### src/cg_defines.vh
// register map, field positions and reset values of the codec control block
`ifndef CG_DEFINES_VH
`define CG_DEFINES_VH

`define CG_ADDR_LEFT_GAIN 8'h1c
`define CG_ADDR_RIGHT_GAIN 8'h1d
`define CG_ADDR_IRQ_CTRL 8'h1e
`define CG_ADDR_IRQ_STATUS 8'h20
`define CG_ADDR_IRQ_MASK 8'h21
`define CG_ADDR_IRQ_MODE_HI 8'h22
`define CG_ADDR_IRQ_MODE_LO 8'h23
`define CG_ADDR_MUTE_CTRL 8'h28
`define CG_ADDR_GP_FIRST 8'h29
`define CG_ADDR_GP_LAST 8'h2f
`define CG_GP_COUNT 7

`define CG_RST_GAIN 6'h00
`define CG_RST_IRQ_CTRL 8'h00
`define CG_RST_IRQ_MASK 8'h00
`define CG_RST_IRQ_MODE 8'h00
`define CG_RST_MUTE_CTRL 8'h1e
`define CG_RST_GP_CTRL 8'h00

`define CG_GAIN_MSB 5
`define CG_CTRL_ALIGN_BIT 7
`define CG_CTRL_EMPH_MSB 5
`define CG_CTRL_EMPH_LSB 4
`define CG_CTRL_STYLE_MSB 3
`define CG_CTRL_STYLE_LSB 2
`define CG_CTRL_WMASK 8'hbc

`define CG_SRC_PLL_LOSS 7
`define CG_SRC_OVER_RANGE 1
`define CG_SRC_MASK 8'h82

`define CG_MUTE_LEVEL_BIT 5
`define CG_MUTE_MAP_MSB 4
`define CG_MUTE_MAP_LSB 1
`define CG_MUTE_WMASK 8'h3e

`define CG_GP_ROLE_MSB 7
`define CG_GP_ROLE_LSB 6
`define CG_GP_LEVEL_BIT 5

`define CG_STYLE_HIGH 2'h0
`define CG_STYLE_LOW 2'h1
`define CG_STYLE_OPEN_DRAIN 2'h2

`define CG_ROLE_MUTE 2'h1
`define CG_ROLE_LOW_OVR 2'h2
`define CG_ROLE_HIGH 2'h3

`define CG_SZC_NOW 2'h0
`define CG_SZC_ZERO 2'h1
`define CG_SZC_SOFT 2'h2
`define CG_SZC_SOFT_ZERO 2'h3

`endif

### src/cg_control.v
// codec control registers: input gain, port alignment, interrupts, mute and general pins
//
// Function
// - separate left/right input gain, 1 dB steps
// - gain field is signed 6-bit, top bits reserved
// - sync bit forces port clock phase alignment
// - forced lock picks emphasis filter by code
// - interrupt pin style high, low or open-drain
// - status bit set once condition seen since read
// - reading status clears every status bit not hit by an event that cycle
// - masked source reads zero, never moves pin
// - pll loss sets status bit seven
// - adc over-range sets status bit one
// - mode code from high and low registers
// - mode: arrival, removal or level while present
// - pin active level only from style field
// - mute indicator polarity bit picks active level
// - mute indicator active when all mapped muted
// - nothing mapped holds mute indicator active
// - general pin role: mute, low/overflow, high
// - plain low is driven, overflow is open-drain
// - overflow indicator follows left or right over-range
// - mute role uses pin polarity bit
// - polarity ignored in low/overflow and high roles
// - drive-high role drives pin constantly high
// - function bits 00 drive low, 11 overflow
`timescale 1ns/1ps
`include "cg_defines.vh"

module cg_control (
  input wire CLK_SYS,
  input wire RST,
  input wire [7:0] REG_ADDR,
  input wire REG_WR,
  input wire [7:0] REG_WDATA,
  input wire REG_RD,
  output reg [7:0] REG_RDATA,
  output reg REG_RVALID,
  input wire PLL_LOCKED,
  input wire ADC_OVR_LEFT,
  input wire ADC_OVR_RIGHT,
  input wire [5:0] CHANNEL_MUTE,
  input wire FORCED_LOCK_ENABLE,
  input wire [1:0] SOFT_ZERO_CROSS_SEL,
  input wire ZERO_CROSS,
  input wire RAMP_TICK,
  output wire [5:0] LEFT_INPUT_GAIN,
  output wire [5:0] RIGHT_INPUT_GAIN,
  output reg PORT_PHASE_ALIGN,
  output reg [1:0] EMPHASIS_FILTER_SEL,
  output reg IRQ_PIN_O,
  output reg IRQ_PIN_OE,
  output reg MUTE_INDICATOR,
  output reg [6:0] GENERAL_OUTPUT_PIN_O,
  output reg [6:0] GENERAL_OUTPUT_PIN_OE
);

  // and of the channel mutes that a 4-bit map selects; pairs share a bit
  function mapped_mute;
    input [3:0] map;
    input [5:0] mutes;
    begin
      mapped_mute = (~map[3] | mutes[0]) &
                    (~map[2] | mutes[1]) &
                    (~map[1] | (mutes[2] & mutes[3])) &
                    (~map[0] | (mutes[4] & mutes[5]));
    end
  endfunction

  reg [5:0] left_gain_reg;
  reg [5:0] right_gain_reg;
  reg [7:0] ctrl_reg;
  reg [7:0] status_reg;
  reg [7:0] status_next;
  reg [7:0] mask_reg;
  reg [7:0] mode_hi_reg;
  reg [7:0] mode_lo_reg;
  reg [7:0] mute_ctrl_reg;
  reg [7:0] gp_ctrl_reg [0:6];
  reg [7:0] cond_prev_reg;
  reg [7:0] rdata_next;
  reg lock_meta_reg;
  reg lock_sync_reg;
  reg ovr_l_meta_reg;
  reg ovr_l_sync_reg;
  reg ovr_r_meta_reg;
  reg ovr_r_sync_reg;

  wire [7:0] cond;
  wire [7:0] rise;
  wire [7:0] fall;
  wire [7:0] event_hit;
  wire [7:0] level_mode;
  wire [7:0] edge_mode;
  wire irq_active;
  wire mute_active;
  wire over_range;
  wire status_read;
  wire [1:0] style;
  wire [2:0] gp_index;
  wire gp_hit;

  // two-flop synchronisers for the pll lock and the over-range flags
  always @(posedge CLK_SYS or posedge RST) begin
    if (RST) begin
      lock_meta_reg <= 1'b1;
      lock_sync_reg <= 1'b1;
      ovr_l_meta_reg <= 1'b0;
      ovr_l_sync_reg <= 1'b0;
      ovr_r_meta_reg <= 1'b0;
      ovr_r_sync_reg <= 1'b0;
    end else begin
      lock_meta_reg <= PLL_LOCKED;
      lock_sync_reg <= lock_meta_reg;
      ovr_l_meta_reg <= ADC_OVR_LEFT;
      ovr_l_sync_reg <= ovr_l_meta_reg;
      ovr_r_meta_reg <= ADC_OVR_RIGHT;
      ovr_r_sync_reg <= ovr_r_meta_reg;
    end
  end

  // over-range on either channel path
  assign over_range = ovr_l_sync_reg | ovr_r_sync_reg;

  // condition vector, sources at their status bit positions
  assign cond = {~lock_sync_reg, 5'h00, over_range, 1'b0};

  // per-source mode code and edge detection
  assign rise = cond & ~cond_prev_reg;
  assign fall = ~cond & cond_prev_reg;
  assign level_mode = mode_hi_reg & ~mode_lo_reg & `CG_SRC_MASK;
  assign edge_mode = ~mode_hi_reg & `CG_SRC_MASK;
  assign event_hit = ((~mode_hi_reg & ~mode_lo_reg & rise) |
                      (~mode_hi_reg & mode_lo_reg & fall) |
                      (level_mode & cond)) & mask_reg & `CG_SRC_MASK;

  // register decode
  assign status_read = REG_RD && (REG_ADDR == `CG_ADDR_IRQ_STATUS);
  assign gp_hit = (REG_ADDR >= `CG_ADDR_GP_FIRST) && (REG_ADDR <= `CG_ADDR_GP_LAST);
  assign gp_index = REG_ADDR[2:0] - 3'h1;

  // sticky status: read clears, a new event in the same cycle still sets
  always @* begin
    status_next = status_reg;
    if (status_read) begin
      status_next = 8'h00;
    end
    status_next = (status_next | event_hit) & mask_reg & `CG_SRC_MASK;
  end

  // condition history and status register
  always @(posedge CLK_SYS or posedge RST) begin
    if (RST) begin
      cond_prev_reg <= 8'h00;
      status_reg <= 8'h00;
    end else begin
      cond_prev_reg <= cond;
      status_reg <= status_next;
    end
  end

  // host writes to the configuration registers
  always @(posedge CLK_SYS or posedge RST) begin
    if (RST) begin
      left_gain_reg <= `CG_RST_GAIN;
      right_gain_reg <= `CG_RST_GAIN;
      ctrl_reg <= `CG_RST_IRQ_CTRL;
      mask_reg <= `CG_RST_IRQ_MASK;
      mode_hi_reg <= `CG_RST_IRQ_MODE;
      mode_lo_reg <= `CG_RST_IRQ_MODE;
      mute_ctrl_reg <= `CG_RST_MUTE_CTRL;
    end else if (REG_WR) begin
      case (REG_ADDR)
        `CG_ADDR_LEFT_GAIN: left_gain_reg <= REG_WDATA[`CG_GAIN_MSB:0];
        `CG_ADDR_RIGHT_GAIN: right_gain_reg <= REG_WDATA[`CG_GAIN_MSB:0];
        `CG_ADDR_IRQ_CTRL: ctrl_reg <= REG_WDATA & `CG_CTRL_WMASK;
        `CG_ADDR_IRQ_MASK: mask_reg <= REG_WDATA & `CG_SRC_MASK;
        `CG_ADDR_IRQ_MODE_HI: mode_hi_reg <= REG_WDATA & `CG_SRC_MASK;
        `CG_ADDR_IRQ_MODE_LO: mode_lo_reg <= REG_WDATA & `CG_SRC_MASK;
        `CG_ADDR_MUTE_CTRL: mute_ctrl_reg <= REG_WDATA & `CG_MUTE_WMASK;
        default: begin
        end
      endcase
    end
  end

  // general pin control registers, one per pin
  genvar g;
  generate
    for (g = 0; g < `CG_GP_COUNT; g = g + 1) begin : gp_regs
      always @(posedge CLK_SYS or posedge RST) begin
        if (RST) begin
          gp_ctrl_reg[g] <= `CG_RST_GP_CTRL;
        end else if (REG_WR && gp_hit && (gp_index == g)) begin
          gp_ctrl_reg[g] <= REG_WDATA;
        end
      end
    end
  endgenerate

  // read multiplexer; unmapped addresses read zero
  always @* begin
    rdata_next = 8'h00;
    case (REG_ADDR)
      `CG_ADDR_LEFT_GAIN: rdata_next = {2'b00, left_gain_reg};
      `CG_ADDR_RIGHT_GAIN: rdata_next = {2'b00, right_gain_reg};
      `CG_ADDR_IRQ_CTRL: rdata_next = ctrl_reg;
      `CG_ADDR_IRQ_STATUS: rdata_next = status_reg & mask_reg;
      `CG_ADDR_IRQ_MASK: rdata_next = mask_reg;
      `CG_ADDR_IRQ_MODE_HI: rdata_next = mode_hi_reg;
      `CG_ADDR_IRQ_MODE_LO: rdata_next = mode_lo_reg;
      `CG_ADDR_MUTE_CTRL: rdata_next = mute_ctrl_reg;
      default: begin
        if (gp_hit) begin
          rdata_next = gp_ctrl_reg[gp_index];
        end
      end
    endcase
  end

  // read data and its one-cycle valid strobe
  always @(posedge CLK_SYS or posedge RST) begin
    if (RST) begin
      REG_RDATA <= 8'h00;
      REG_RVALID <= 1'b0;
    end else begin
      REG_RVALID <= REG_RD;
      if (REG_RD) begin
        REG_RDATA <= rdata_next;
      end
    end
  end

  // applied gains follow the programmed values per soft/zero-cross mode
  cg_gain_stepper left_step (
    .clk(CLK_SYS),
    .rst(RST),
    .target(left_gain_reg),
    .szc_sel(SOFT_ZERO_CROSS_SEL),
    .zero_cross(ZERO_CROSS),
    .ramp_tick(RAMP_TICK),
    .applied_reg(LEFT_INPUT_GAIN)
  );

  cg_gain_stepper right_step (
    .clk(CLK_SYS),
    .rst(RST),
    .target(right_gain_reg),
    .szc_sel(SOFT_ZERO_CROSS_SEL),
    .zero_cross(ZERO_CROSS),
    .ramp_tick(RAMP_TICK),
    .applied_reg(RIGHT_INPUT_GAIN)
  );

  // pending edge-mode status or a live unmasked level condition
  assign irq_active = |(status_reg & edge_mode) | |(cond & level_mode & mask_reg);
  assign style = ctrl_reg[`CG_CTRL_STYLE_MSB:`CG_CTRL_STYLE_LSB];

  // all mapped mutes present; an empty map gives active
  assign mute_active = mapped_mute(mute_ctrl_reg[`CG_MUTE_MAP_MSB:`CG_MUTE_MAP_LSB],
                                   CHANNEL_MUTE);

  // port controls, interrupt pin and mute indicator
  always @(posedge CLK_SYS or posedge RST) begin
    if (RST) begin
      PORT_PHASE_ALIGN <= 1'b0;
      EMPHASIS_FILTER_SEL <= 2'b00;
      IRQ_PIN_O <= 1'b0;
      IRQ_PIN_OE <= 1'b1;
      MUTE_INDICATOR <= 1'b0;
    end else begin
      PORT_PHASE_ALIGN <= ctrl_reg[`CG_CTRL_ALIGN_BIT];
      EMPHASIS_FILTER_SEL <= FORCED_LOCK_ENABLE ?
                             ctrl_reg[`CG_CTRL_EMPH_MSB:`CG_CTRL_EMPH_LSB] : 2'b00;
      case (style)
        `CG_STYLE_HIGH: begin
          IRQ_PIN_O <= irq_active;
          IRQ_PIN_OE <= 1'b1;
        end
        `CG_STYLE_LOW: begin
          IRQ_PIN_O <= ~irq_active;
          IRQ_PIN_OE <= 1'b1;
        end
        `CG_STYLE_OPEN_DRAIN: begin
          IRQ_PIN_O <= 1'b0;
          IRQ_PIN_OE <= irq_active;
        end
        default: begin
          IRQ_PIN_O <= 1'b0;
          IRQ_PIN_OE <= 1'b0;
        end
      endcase
      MUTE_INDICATOR <= mute_ctrl_reg[`CG_MUTE_LEVEL_BIT] ? mute_active : ~mute_active;
    end
  end

  // general pins, each decoded from its own role, polarity and function bits
  generate
    for (g = 0; g < `CG_GP_COUNT; g = g + 1) begin : gp_pins
      wire [1:0] role;
      wire pin_mute;
      assign role = gp_ctrl_reg[g][`CG_GP_ROLE_MSB:`CG_GP_ROLE_LSB];
      assign pin_mute = mapped_mute(gp_ctrl_reg[g][4:1], CHANNEL_MUTE);
      always @(posedge CLK_SYS or posedge RST) begin
        if (RST) begin
          GENERAL_OUTPUT_PIN_O[g] <= 1'b0;
          GENERAL_OUTPUT_PIN_OE[g] <= 1'b0;
        end else begin
          case (role)
            `CG_ROLE_MUTE: begin
              GENERAL_OUTPUT_PIN_O[g] <= gp_ctrl_reg[g][`CG_GP_LEVEL_BIT] ?
                                         pin_mute : ~pin_mute;
              GENERAL_OUTPUT_PIN_OE[g] <= 1'b1;
            end
            `CG_ROLE_LOW_OVR: begin
              GENERAL_OUTPUT_PIN_O[g] <= 1'b0;
              if (gp_ctrl_reg[g][1:0] == 2'b00) begin
                GENERAL_OUTPUT_PIN_OE[g] <= 1'b1;
              end else if (gp_ctrl_reg[g][1:0] == 2'b11) begin
                GENERAL_OUTPUT_PIN_OE[g] <= over_range;
              end else begin
                GENERAL_OUTPUT_PIN_OE[g] <= 1'b0;
              end
            end
            `CG_ROLE_HIGH: begin
              GENERAL_OUTPUT_PIN_O[g] <= 1'b1;
              GENERAL_OUTPUT_PIN_OE[g] <= 1'b1;
            end
            default: begin
              GENERAL_OUTPUT_PIN_O[g] <= 1'b0;
              GENERAL_OUTPUT_PIN_OE[g] <= 1'b0;
            end
          endcase
        end
      end
    end
  endgenerate

endmodule

### src/cg_gain_stepper.v
// applied input gain that follows its target under the soft and zero-cross setting
`timescale 1ns/1ps
`include "cg_defines.vh"

module cg_gain_stepper (
  input wire clk,
  input wire rst,
  input wire [5:0] target,
  input wire [1:0] szc_sel,
  input wire zero_cross,
  input wire ramp_tick,
  output reg [5:0] applied_reg
);

  wire up;
  wire differs;
  reg [5:0] applied_next;

  // signed compare: target above applied means step upward
  assign up = ($signed(target) > $signed(applied_reg));
  assign differs = (target != applied_reg);

  // choose between jump and single dB step per the soft/zero-cross mode
  always @* begin
    applied_next = applied_reg;
    if (differs) begin
      case (szc_sel)
        `CG_SZC_NOW: applied_next = target;
        `CG_SZC_ZERO: begin
          if (zero_cross) begin
            applied_next = target;
          end
        end
        `CG_SZC_SOFT: begin
          if (ramp_tick) begin
            applied_next = up ? applied_reg + 6'h01 : applied_reg - 6'h01;
          end
        end
        default: begin
          if (zero_cross) begin
            applied_next = up ? applied_reg + 6'h01 : applied_reg - 6'h01;
          end
        end
      endcase
    end
  end

  // applied gain register
  always @(posedge clk or posedge rst) begin
    if (rst) begin
      applied_reg <= `CG_RST_GAIN;
    end else begin
      applied_reg <= applied_next;
    end
  end

endmodule

### config.mk
export PLATFORM = sky130hd
export DESIGN_NAME = cg_control
export DESIGN_NICKNAME = d
export VERILOG_FILES = /design/src/cg_control.v /design/src/cg_gain_stepper.v
export VERILOG_INCLUDE_DIRS = /design/src
export SDC_FILE = /design/constraint.sdc
export NUM_CORES = 1
export LEC_CHECK = 0
export BUFFER_PORTS_ARGS = -buffer_cell sky130_fd_sc_hd__buf_2
export CAP_MARGIN = 5
export CORE_MARGIN = 2
export CORE_UTILIZATION = 50
export DETAILED_ROUTE_END_ITERATION = 7
export PLACE_DENSITY = 0.69
export SLEW_MARGIN = 40
export SYNTH_ARGS = -nofsm -noshare
export SYNTH_HDL_FRONTEND = slang
export SYNTH_HIERARCHICAL = 1
export SYNTH_SLANG_ARGS = --single-unit
### constraint.sdc
create_clock -name CLK_SYS -period 12.3 [get_ports CLK_SYS]
set_input_delay 2.46 -clock CLK_SYS [delete_from_list [all_inputs] [get_ports CLK_SYS]]
set_output_delay 2.46 -clock CLK_SYS [all_outputs]
set_load 0.02 [all_outputs]
== Word level (Yosys, flattened, before mapping) ==
Cells that the tools add are included.

* Register bits after elaboration: 135
* Input bits: 34
* Output and inout bits: 41
* Logic and storage cells: 323

* Add/sub/neg operators: 5
* Order comparisons: 5
* Equality and inequality tests: 50
* Multiplexer cells: 55
* Bitwise operators: 123
* Reduce and logical (&&, ||, !) cells: 40

{| class="wikitable"
|+ Operators by type and width
! kind !! count
|-
| $and A8 B8 Y8 || 13
|-
| $pmux W8 S8 || 1
|-
| $mux W6 || 8
|-
| $eq A2 B2 Y1 const B || 23
|-
| $not A1 Y1 || 42
|-
| $eq A8 B6 Y1 const B || 5
|-
| $pmux W6 S3 || 2
|-
| $or A1 B1 Y1 || 34
|-
| $mux W8 || 4
|-
| $not A8 Y8 || 4
|-
| $pmux W1 S2 || 16
|-
| $and A1 B1 Y1 || 26
|-
| $bmux W8 S3 || 1
|-
| $eq A8 B5 Y1 const B || 3
|-
| $or A8 B8 Y8 || 3
|-
| $mux W1 || 22
|-
| $eq A2 B1 Y1 const B || 9
|-
| $logic_not A2 Y1 || 9
|-
| $reduce_or A2 Y1 || 8
|-
| $reduce_or A8 Y1 || 2
|-
| $reduce_and A2 Y1 || 7
|-
| $add A6 B1 Y6 const B || 2
|-
| $gt A6 B6 Y1 || 2
|-
| $ne A6 B6 Y1 || 2
|-
| 15 further kinds || 30
|}

== Logic depth before layout (Yosys ltp) ==
Gate-level depths: netlist (run 1).

* Depth in word-level cells: 9
* Gate-level depth with buffers: 13
* Gate-level depth less buffers: 13

== Cells and area by module ==
Netlist (run 1), hierarchy kept.

{| class="wikitable"
|+ Modules (own cells, without submodules)
! module !! times used !! cells an instance !! area an instance (µm²) !! seq. area each (µm²)
|-
| cg_control || 1 || 465 || 5911.9 || 3086.7
|-
| cg_gain_stepper || 2 || 80 || 673.1 || 150.1
|}

== Worst setup path after synthesis (run 1) ==
No wires, ideal clock.

* Kind: in2reg
* Start point: in REG_ADDR[0]
* End point: reg REG_RDATA[2]
* Library setup time: 0.126 ns
* Data arrival time: 4.455 ns
* Data required time: 12.174 ns
* Setup slack: 7.719 ns
* Stages: 8
* Buffers on the path: 2
* Cells stage by stage: buf_2 > inv_1 > ha_1 > clkbuf_1 > mux4_2 > inv_1 > o221ai_1 > o32a_1

* Word-level cells in the longest chain between the ends: 7
* Elaborated cells on any way between the ends: 18
* Those cells by class: add/sub: 1; order compare: 2; eq/ne: 8; mux: 5; bitwise: 1; reduce/logical: 1

{| class="wikitable"
|+ RTL lines
! element !! line !! source
|-
| start: declaration || cg_control.v:33 || <nowiki>input wire [7:0] REG_ADDR,</nowiki>
|-
| $sub A3 B1 Y3 || cg_control.v:140 || <nowiki>assign gp_index = REG_ADDR[2:0] - 3'h1;</nowiki>
|-
| $not A3 Y4 (implied by the code) || cg_control.v:215 || <nowiki>rdata_next = gp_ctrl_reg[gp_index];</nowiki>
|-
| $bmux W8 S3 || cg_control.v:215 ||
|-
| $mux W8 (implied by the code) (2 in series) || cg_control.v:215 ||
|-
| $mux W8 || cg_control.v:214 || <nowiki>if (gp_hit) begin</nowiki>
|-
| $pmux W8 S8 (*) || cg_control.v:204 || <nowiki>case (REG_ADDR)</nowiki>
|-
| end signal: assignment || cg_control.v:229 || <nowiki>REG_RDATA <= rdata_next;</nowiki>
|-
| end: declaration || cg_control.v:37 || <nowiki>output reg [7:0] REG_RDATA,</nowiki>
|}

Mark *: on every way between the ends. The rest lies on a longest branch, timed or not. The select of a mux whose other input is x is not followed.
A chain may end at the register's enable or synchronous reset.

== Final worst setup path (run 1) ==
Same ends and word-level chain as after synthesis.

==> results list, run 1 <==
- The smallest clock period supported by the final layout is computed as 4.84 ns.
* Initial cell density of the core: 50.5%
- Dividing the detail-routed wire length by the instance count gives 20.9 um.
- Filler Cell Count: 1179
- The core region is 14400 sq um.
* Fraction of the cycle the final worst path needs: 39.4%
- Worst EP required: 12.61 ns
* Number of DRC markers after the initial detailed-route iteration: 367
- Clock network latency to the later pin of the worst-skew pair: 0.43 ns
- Slew Limit Fails: 0
- Tightest slew margin relative to the limit: 52.1%
- Num CTS Buffers: 17
- Critical path data arrival time: 5.15 ns
- The largest single stage delay on the critical path is 0.80 ns.
* TritonCTS clock tree: done
- Area used by multi-input combinational logic: 3620 sq um
- The most numerous cell type found on the critical path is inv_1.
- Die Footprint: 15500 sq um
* I/O Buffers: 74
- Setup slack of the most critical reg-to-reg path: 8.95 ns
- Setup repair after global routing missed its margin: no
* Setup TNS after final layout: 0 ns
- For this design the static power due to leakage is 4.01 nW.
- The first global-routing pass estimated 29800 um of wire.
- In this run the post-CTS setup repair buffer count came out at 0.
- Post-synth cell types: 66
- The tree is rooted in a clkbuf_16.
- Counting flops and latches in the post-synthesis netlist gives 135.
- The number of nets in the synthesized netlist is 686.
- Cell taking the most area after synthesis: dfrtp_1
- Post-route insts no fill: 891
* CTS HTree Levels: 4
- Max FFs per register: 56
- Cell with the largest stage delay on the worst path: ha_1
* Mapped Cells: 625
- The critical path is of the in -> reg type.
- Top_reg_cell synth: dfrtp_1
- The worst setup path is captured at a register.
- Post-route worst setup slack: 7.46 ns
- Cell area after synthesis: 7260 sq um
- CP cell instances: buf_2, inv_1, ha_1, mux4_2, inv_1, o221ai_1, o32a_1
- At the pin with the least slew margin, the transition time is 0.708 ns.
* Synth top area cells: dfrtp_1 44%, mux2_2 14%, ha_1 4.3%
- Remaining Overflow, GRT: 0
* Vias: 5374
- After clock tree synthesis, the clock-pin slew on the worst setup and hold paths is 0.05 ns.
- Power density over cell area: 183 nW/um^2
- Across the routed clock network, the largest skew measured is 0.00825 ns.
- Number of optimization iterations in the first detailed-route pass: 6
- The via count of the first global-routing pass came to 5428.
- Entering global routing, the biggest net connects 66 pins.
* Dpl cells: 859
* Number of nets with antenna violations after detailed routing: 0
* Max Clk Rate: 207 MHz
- Portion of synthesized cell area occupied by the leading cell type: 44.1%
- Post-synth ARST share: 100%
* Outcome: complete, no violations
* Register Area: 3390 sq um
- OpenSTA, run right after detailed placement, puts the worst setup slack at 7.05 ns.
- The hold violation total from the final report is 0.
* Share of layout cells above drive strength 1: 33.9%
- Hold_buf cts: 0
- Maximum number of buffers from clock root to sink: 2
- Averaged over all synthesized cells, the footprint is 11.6 sq um.
- Global Route Usage Sum: 24.8%
- Sink count of the clock tree: 135
- From synthesis to final layout, the design area changed by 15.9%.
* Fin nets: 755
- Antenna violations before repair: 0
- Vias per inst: 6.03
* # IOs: 75
* Total wire length after detailed routing: 18600 um
- Warning count from the yosys run: 6
- Type of element launching the critical path: input pin
* Max_cap viols: 0
- The die is 124 um wide.
* Number of enable flip-flop cells after synthesis: 0
- The repair_antennas step left the layout with diodes totalling 0.
- Highest ir drop seen on vdd: 80.0 uV
- The number of gates resized after CTS was 0.
- The worst hold path belongs to the class reg -> reg.
* Register area share after synthesis: 46.7%
- Largest fanout of any net on the critical path: 29
* Final setup violating endpoints: 0
- From bottom edge to top edge, the die measures 124 um.
- Post-detailed-placement half-perimeter wirelength: 13300 um
* Post-route DRC: 0
- Across all hold checks on the routed design, the worst slack comes to 0.347 ns.
* Placer Congestion: 0.913
- Cell row count: 44
placed cells by master (no fill, tap or decap), drive strengths merged, types with 7 or more instances in the layout:
cell type  netlist  final
nor2            25     25
o21ai           28     28
mux4             8      8
nand2           23     23
xnor2           12     12
a21o            15     15
nand3           24     24
mux2i            8      8
buf              8     75
a2111oi          9      9
a21boi          11     11
nor3             9      9
dfrtp          128    128
dfstp            7      7
a21oi            9      9
clkbuf          17     21
mux2            94     94
nand2b           7      7
o21a            10     10
inv             38     39
nor2b           18     18
a22oi            9      9
ha              25     25
o32a             7      7
report_power, final:
| part | leakage [nW] | internal (mW) | switching [mW] |
|---|---|---|---|
| combinational | 1.89 | 0.198 | 0.257 |
| clock | 0.319 | 0.361 | 0.195 |
| sequential | 1.80 | 0.484 | 0.0433 |
final cells by class:
class	count	share of cell area, %
clock inverters	11	2.01
inverters	39	1.77
flip-flops and latches	135	40.2
multi-input cells	426	43.0
clock buffers	21	5.71
well taps	184	2.74
repair buffers	75	4.53
synthesized netlist by cell type (8+ instances only):
library cell and n:
inv_1 38, o21a_1 10, o21ai_0 26, nand2_1 23
ha_1 25, mux2i_1 8, nand3_1 18, a22oi_1 9
mux4_2 8, dfrtp_1 128, mux2_2 93, a21o_1 13
nor2_1 25, a21boi_0 11, clkbuf_1 15, nor2b_1 18
nor3_1 8, xnor2_1 12
cell families (layout without fill, tap and decap cells):
family	Yosys count	in the layout	share of synthesized area [%]
adder cells (fa/ha/maj)	27	27	4.86
flip-flops	135	135	46.7
AO/OA/AOI/OAI	141	141	14.7
buffers and inverters	64	146	3.48
XOR/XNOR	15	15	1.81
multiplexers	110	110	18.2
AND/OR/NAND/NOR	133	133	10.3
per-stage QoR:
step / total power [mW] / util, % / instance area (sq um)
2_1_floorplan: 0.870 / - / 7260
3_3_place_gp: 0.962 / 54.0 / 7760
3_5_place_dp: 0.984 / 54.0 / 7760
4_1_cts: 1.54 / 58.5 / 8410
5_1_grt: 1.62 / 58.6 / 8420
6_report: 1.54 / 58.6 / 8420
worst max-delay path, delay by kind of cell:
| kind | cells | cell delay, ns |
|---|---|---|
| buffers and inverters | 3 | 0.82 |
| muxes | 1 | 0.59 |
| AOI/OAI and AO/OA | 2 | 0.46 |
| adders and majority gates | 1 | 0.80 |
path summary, 6_finish.rpt:
check,startpoint,to,cells past startpoint
setup / recovery,REG_ADDR[0],REG_RDATA[2]$_DFFE_PP0P_,7
hold / removal,ovr_r_meta_reg$_DFF_PP0_,ovr_r_sync_reg$_DFF_PP0_,0
setup reg to reg,left_gain_reg[2]$_DFFE_PP0P_,left_step/applied_reg[5]$_DFFE_PP0P_,12
hold reg to reg,ovr_r_meta_reg$_DFF_PP0_,ovr_r_sync_reg$_DFF_PP0_,0
max in group asynchronous,RST,gp_ctrl_reg[49]$_DFFE_PP0P_,3
min in group asynchronous,RST,left_step/applied_reg[4]$_DFFE_PP0P_,2
layer usage:
metal / share of wire [%] / GRT usage [%]
met5: 0 / 0
met4: 2.5 / 9.78
met3: 3.9 / 5.28
met2: 50 / 40.0
met1: 44 / 32.8
(Power assumes the default switching activity.)
==> run 2: changes to the inputs <==
--- a/config.mk
+++ b/config.mk
@@ -11,7 +11,7 @@
 export CORE_MARGIN = 2
 export CORE_UTILIZATION = 50
 export DETAILED_ROUTE_END_ITERATION = 7
-export PLACE_DENSITY = 0.69
+export PLACE_DENSITY = 0.72
 export SLEW_MARGIN = 40
 export SYNTH_ARGS = -nofsm -noshare
 export SYNTH_HDL_FRONTEND = slang
==> constraint.sdc (replaced) <==
create_clock -name CLK_SYS -period 4.1 [get_ports CLK_SYS]
set_input_delay 0.82 -clock CLK_SYS [delete_from_list [all_inputs] [get_ports CLK_SYS]]
set_output_delay 0.82 -clock CLK_SYS [all_outputs]
set_load 0.02 [all_outputs]
==> results list, run 2 (synthesis results as in run 1) <==
- Type of element launching the critical path: register
* Filler Cell Count: 1184 (+0.42%)
- Final min period: 3.28 ns
- The post-CTS setup buffer count is 0 (unchanged).
* Antenna violations before repair: 0 (unchanged)
* Post-route insts no fill: 894 (+0.34%)
- Cell at the root of the clock tree: clkbuf_16
- The half-perimeter wire length after placement was 13000 um (-2.1%).
- The starting utilization of the core area was 50.5% (unchanged).
* # IOs: 75 (unchanged)
- The count of routing violations after the opening detailed-route iteration came to 402 (+9.5%).
* Total core area: 14400 sq um (unchanged)
- Total wire length after detailed routing: 18100 um (-2.7%)
- Cell row count: 44 (unchanged)
* Max_cap viols: 0 (unchanged)
- The length of the first detailed-routing pass in iterations came to 6 (unchanged).
* First-pass GRT wire length: 29200 um (-1.7%)
- The maximum clock insertion buffer count was 2 (unchanged).
- The average detailed-routed wire length per instance came to 20.3 um (-3.0%).
- Number of global-route vias before repair: 5501 (+1.3%)
- Max Clk Rate: 305 MHz
- By startpoint and endpoint, the worst setup path is classified as reg -> reg.
- Most frequent CP cell: ha_1
* Global Route Usage Sum: 24.0% (-0.72 points)
* I/O Buffers: 74 (unchanged)
- Largest fanout of any net on the critical path: 6 (-79%)
* TritonCTS clock tree: done
- Commonest cells after routing, fill and taps aside: 128 x dfrtp_1, 93 x mux2_2, 74 x buf_2
- Highest ir drop seen on vdd: 289 uV (+260%)
- The clock skew after layout was 0.00637 ns (-0.00187 ns).
- Static power due to leakage: 3.98 nW (-0.88%)
- Die Footprint: 15500 sq um (unchanged)
* Clock network latency to the later pin of the worst-skew pair: 0.43 ns (about the same)
* Post-CTS Resized: 0 (unchanged)
* Outcome: complete, no violations
- Compared with the post-synthesis result, the final layout area differs by 15.2%.
- The number of nets with antenna violations after detailed routing came to 0 (unchanged).
- Max FFs per register: 56 (unchanged)
- Vias: 5415 (+0.76%)
- The via density per instance came to 6.06 (+0.42%).
* Chip Width: 124 um (unchanged)
* Worst-margin pin slew: 0.711 ns (+0.00287 ns)
- Delay contributed by the slowest stage of the critical path: 0.44 ns (-0.36 ns)
- The headroom to the max-slew limit is 52.6% (+0.47 points).
- The data arrival time of the critical path is 3.58 ns (-1.57 ns).
- The fraction of layout cells with a size suffix above 1 is 34.1% (+0.14 points).
- Maximum number of pins on one net before global-route repair: 61 (-7.6%)
- Type of element capturing the critical path: register
- The global route total overflow came to 0 (unchanged).
- In the finished design, the share of the clock period the worst path needs comes to 80.1%.
* Cell with the largest stage delay on the worst path: dfrtp_1
- CP cell instances: ha_1, o211ai_1, a21oi_1, o32ai_2, nand2b_1, ha_1, o21ai_0, o21bai_1, a21oi_2, nor2_1, a2111oi_2, nor3_1
- The number of buffers inserted by hold repair at cts is 0 (unchanged).
- Setup repair after global routing missed its margin: no
- The count of clock tree sinks came to 135 (unchanged).
* Power density over cell area: 529 nW/um^2 (+190%)
- Slew Limit Fails: 0 (unchanged)
- The number of instances in the placed design is 862 (+0.35%).
- Register Area: 3390 sq um (unchanged)
* Count of endpoints failing hold in the final timing report: 0 (unchanged)
- Worst EP required: 4.40 ns (-8.21 ns)
- Buffers and inverters on the worst path: 0 (-3)
* Most common cell after layout, fill and taps aside: dfrtp_1
- Final antenna diode count: 0 (unchanged)
- The number of buffers added by the clock tree synthesis step was 17 (unchanged).
* CTS HTree Levels: 4 (unchanged)
- Clock slew at reported path FFs: 0.06 ns (about the same)
- Final setup violating endpoints: 0 (unchanged)
- The total area of multi-input combinational cells came to 3620 sq um (unchanged).
- Post-route DRC: 0 (unchanged)
- The summed negative setup slack over all endpoints was 0 ns (unchanged).
* Placer Congestion: 0.901 (-1.3%)
- The die extent in y came to 124 um (unchanged).
- The worst hold path belongs to the class reg -> reg.
- The number of nets in the layout is 758 (+0.40%).
* Top delay family on crit path: compound AO/OA/AOI/OAI gates
[run 2: cell types whose count changed in the layout (fill, tap and decap cells not counted)]
cell and delta:
buf_6 -1, bufinv_16 -2, inv_4 -1, clkinvlp_4 +4
clkbuf_1 +1, clkbuf_8 -3, clkinv_2 +2, buf_4 +4
clkinv_4 -1
[run 2: final timing paths]
kind	cells after the start	to	start	slack [ns]
setup / recovery	12	left_step/applied_reg[5]$_DFFE_PP0P_	left_gain_reg[2]$_DFFE_PP0P_	0.82
min in group asynchronous	2	left_step/applied_reg[2]$_DFFE_PP0P_	RST	0.36
hold / removal	0	ovr_r_sync_reg$_DFF_PP0_	ovr_r_meta_reg$_DFF_PP0_	0.35
setup reg to reg	12	left_step/applied_reg[5]$_DFFE_PP0P_	left_gain_reg[2]$_DFFE_PP0P_	0.82
hold reg to reg	0	ovr_r_sync_reg$_DFF_PP0_	ovr_r_meta_reg$_DFF_PP0_	0.35
max in group asynchronous	3	lock_sync_reg$_DFF_PP1_	RST	2.77
[run 2: layout make-up]
type | count | area share [%]
Clock buffer | 19 | 5.30
Clock inverter | 13 | 1.57
Inverter | 39 | 1.81
Multi-Input combinational cell | 426 | 43.3
Sequential cell | 135 | 40.5
Tap cell | 184 | 2.75
Timing Repair Buffer | 78 | 4.79
[run 2: routing by layer]
layer	track usage [%]	vias up	wire length [um]	share of wire [%]
li1	-	2464	-	-
met1	32.5	2718	8080	45
met2	37.8	194	8530	47
met3	4.98	39	918	5.1
met4	10.4	0	582	3.2
met5	0	-	0	0
[run 2: report_power, final]
group	leakage [nW]	total, mW	switching [mW]	internal, mW
registers	1.80	1.58	0.126	1.45
clock network	0.271	1.49	0.588	0.904
logic	1.91	1.36	0.763	0.594
total	3.98	4.43	1.48	2.95
[run 2: stage by stage]
| stage | total power [mW] | hold slack, ns | utilization [%] | setup WS [ns] | instance area, sq um |
|---|---|---|---|---|---|
| after floorplan | 2.61 | 0.331 | - | 0.0207 | 7260 |
| after global placement | 2.89 | 0.334 | 54.2 | 0.918 | 7780 |
| after detailed placement | 2.94 | 0.338 | 54.2 | 0.795 | 7780 |
| after CTS | 4.44 | 0.339 | 58.2 | 0.781 | 8360 |
| after global routing | 4.67 | 0.357 | 58.2 | 0.475 | 8360 |
| final | 4.43 | 0.347 | 58.2 | 0.818 | 8360 |
==> run 3: changes to the inputs <==
==> constraint.sdc (replaced) <==
create_clock -name CLK_SYS -period 2.8 [get_ports CLK_SYS]
set_input_delay 0.56 -clock CLK_SYS [delete_from_list [all_inputs] [get_ports CLK_SYS]]
set_output_delay 0.56 -clock CLK_SYS [all_outputs]
set_load 0.02 [all_outputs]
==> results list, run 3 (synthesis results as in run 1) <==
- The total length of routed wires was 18700 um (+3.4%).
- Most frequent CP cell: a21oi_2
- Fin nets: 794 (+4.7%)
- The number of antenna repair diodes was 0 (unchanged).
- Dpl cells: 883 (+2.4%)
* Number of global-route vias before repair: 5633 (+2.4%)
- The clock skew after layout was 0.00551 ns (-0.000861 ns).
* R2R depth: 12 (unchanged)
- Critical path data arrival time: 3.05 ns (-0.53 ns)
* Number of nets with antenna violations after detailed routing: 0 (unchanged)
- The actual slew at the worst max-slew pin was 0.658 ns (-0.0526 ns).
* Chip Width: 124 um (unchanged)
- TritonCTS built the clock tree.
- Power density over cell area: 811 nW/um^2 (+53%)
- The final standard cell utilization of the core came to 61.3% (+3.2 points).
- Highest ir drop seen on vdd: 464 uV (+60%)
- The number of flip-flops in the largest register was 56 (unchanged).
- Max_cap viols: 0 (unchanged)
- The die extent in y came to 124 um (unchanged).
- The count of clock tree sinks was 135 (unchanged).
- The global route total overflow is 0 (unchanged).
- Number of DRC markers after the initial detailed-route iteration: 402 (unchanged)
* Count of endpoints failing hold in the final timing report: 0 (unchanged)
- Area used by multi-input combinational logic: 3720 sq um (+2.8%)
* Placer Congestion: 0.861 (-4.5%)
- The half-perimeter wire length after placement came to 13300 um (+2.2%).
* Clock slew at reported path FFs: 0.06 ns (about the same)
- The number of standard cells in the layout, taps in and fillers out came to 930 (+4.0%).
* Cell with the largest stage delay on the worst path: dfrtp_1
- Worst EP required: 3.10 ns (-1.30 ns)
* Delay contributed by the slowest stage of the critical path: 0.40 ns (-0.04 ns)
- STA classifies the critical path startpoint as a register.
- The number of failing setup endpoints in the final timing report is 0 (unchanged).
- Setup repair after global routing could not meet its margin everywhere.
- The critical path is of the reg -> reg type.
* Slew Limit Fails: 0 (unchanged)
- The top fanout value on the critical path was 6 (unchanged).
* Worst flop-to-flop path endpoint: right_step/applied_reg[5]$_DFFE_PP0P_
* CP cell instances: ha_1, o211ai_1, a21oi_2, o32ai_2, nand2b_4, ha_4, a211oi_2, o21bai_1, a21oi_2, nor2_1, a2111oi_2, nor3_1
- CTS HTree Levels: 4 (unchanged)
- In this design, the largest share of critical-path delay is due to compound AO/OA/AOI/OAI gates.
- Outcome: complete, no violations
* Final min period: 2.75 ns (-0.533 ns)
- Number of optimization iterations in the first detailed-route pass: 5 (-1)
* Vias: 5528 (+2.1%)
- The row count came to 44 (unchanged).
* Static power due to leakage: 4.19 nW (+5.4%)
- The library cells used most frequently in the layout, excluding fill and tap cells, are 118 x dfrtp_1, 93 x mux2_2, 74 x buf_2.
- The starting utilization of the core area is 50.5% (unchanged).
- Maximum number of buffers from clock root to sink: 2 (unchanged)
* Die Footprint: 15500 sq um (unchanged)
- Share of layout cells above drive strength 1: 39.7% (+5.6 points)
- Tightest slew margin relative to the limit: 55.0% (+2.4 points)
- # IOs: 75 (unchanged)
- The worst setup path is captured at a register.
- Synth-to-layout area growth: 21.4%
- The number of fill cells was 1130 (-4.6%).
- Fraction of the cycle the final worst path needs: 98.2% (+18 points)
- The first-pass GRT wire length was 30200 um (+3.1%).
- Critical path depth: 12 (unchanged)
- Cell at the root of the clock tree: clkbuf_16
- The worst register-to-register path begins at right_gain_reg[2]$_DFFE_PP0P_.
- Routed wirelength normalized by instance count: 20.1 um (-0.56%)
* Type of the tightest min-delay check: in -> async
- I/O Buffers: 74 (unchanged)
- The maximum number of pins on one net before global-route repair was 124 (+100%).
- The library cell used most frequently in the layout, excluding fill and tap cells, is dfrtp_1.
- The global routing usage summed across all routing layers came to 25.0% (+0.94 points).
- Vias per inst: 5.94 (-1.9%)
* Clock network latency to the later pin of the worst-skew pair: 0.42 ns (about the same)
- Max Clk Rate: 364 MHz (+19%)
- The number of buffers added by the clock tree synthesis step is 17 (unchanged).
* Register Area: 3400 sq um (+0.37%)
- Setup slack of the most critical reg-to-reg path: 0.05 ns (-0.77 ns)
- Total core area: 14400 sq um (unchanged)
- The total buffers and inverters traversed by the critical path came to 0 (unchanged).
- The number of antenna violations at the first check in global routing is 0 (unchanged).
- The post-detailed-route DRC marker count was 0 (unchanged).
==> run 3: final cells by class <==
| type | count | area share [%] |
|---|---|---|
| Multi-Input combinational cell | 426 | 42.2 |
| Sequential cell | 135 | 38.6 |
| Clock buffer | 21 | 5.22 |
| Timing Repair Buffer | 114 | 7.75 |
| Clock inverter | 11 | 1.94 |
| Inverter | 39 | 1.70 |
| Tap cell | 184 | 2.61 |
==> run 3: per-layer routing <==
metal / track usage [%] / vias up / share of wire, %
met5: 0 / - / 0
li1: - / 2535 / -
met2: 39.7 / 168 / 49
met3: 5.71 / 42 / 5.0
met4: 10.6 / 0 / 3.1
met1: 33.1 / 2783 / 43
==> run 3: where the power goes <==
group          internal (mW)  leakage [nW]  switching, mW
Combinational           1.18          2.10           1.29
Sequential              2.14          1.78          0.146
Clock                   1.54         0.304          0.846
==> run 3: worst max path at each step <==
stage | to | startpoint
finish | right_step/applied_reg[5]$_DFFE_PP0P_ | right_gain_reg[2]$_DFFE_PP0P_
floorplan | left_step/applied_reg[5]$_DFFE_PP0P_ | left_step/applied_reg[2]$_DFFE_PP0P_
global placement | left_step/applied_reg[5]$_DFFE_PP0P_ | left_gain_reg[2]$_DFFE_PP0P_
global route | left_step/applied_reg[5]$_DFFE_PP0P_ | left_gain_reg[2]$_DFFE_PP0P_
detailed placement | left_step/applied_reg[5]$_DFFE_PP0P_ | left_gain_reg[2]$_DFFE_PP0P_
CTS | right_step/applied_reg[5]$_DFFE_PP0P_ | right_step/applied_reg[2]$_DFFE_PP0P_
==> run 3: per-stage QoR <==
stage	cell area (sq um)	TNS, ns	hold slack (ns)	setup slack [ns]	total power, mW
finish	8810	0	0.0951	0.0508	7.15
global route	8810	-0.286	0.0951	-0.136	7.51
CTS	8660	0	0.0910	0.00595	6.97
detailed placement	8030	0	0.341	0.0259	4.57
global placement	8030	0	0.333	0.117	4.46
floorplan	7340	0	0.331	0.0719	3.96
==> run 3: what timing repair did <==
item,CTS,global route
gates resized for setup,0,6
buffers inserted,0,15
hold buffers,0,0
setup endpoints to repair,0,6
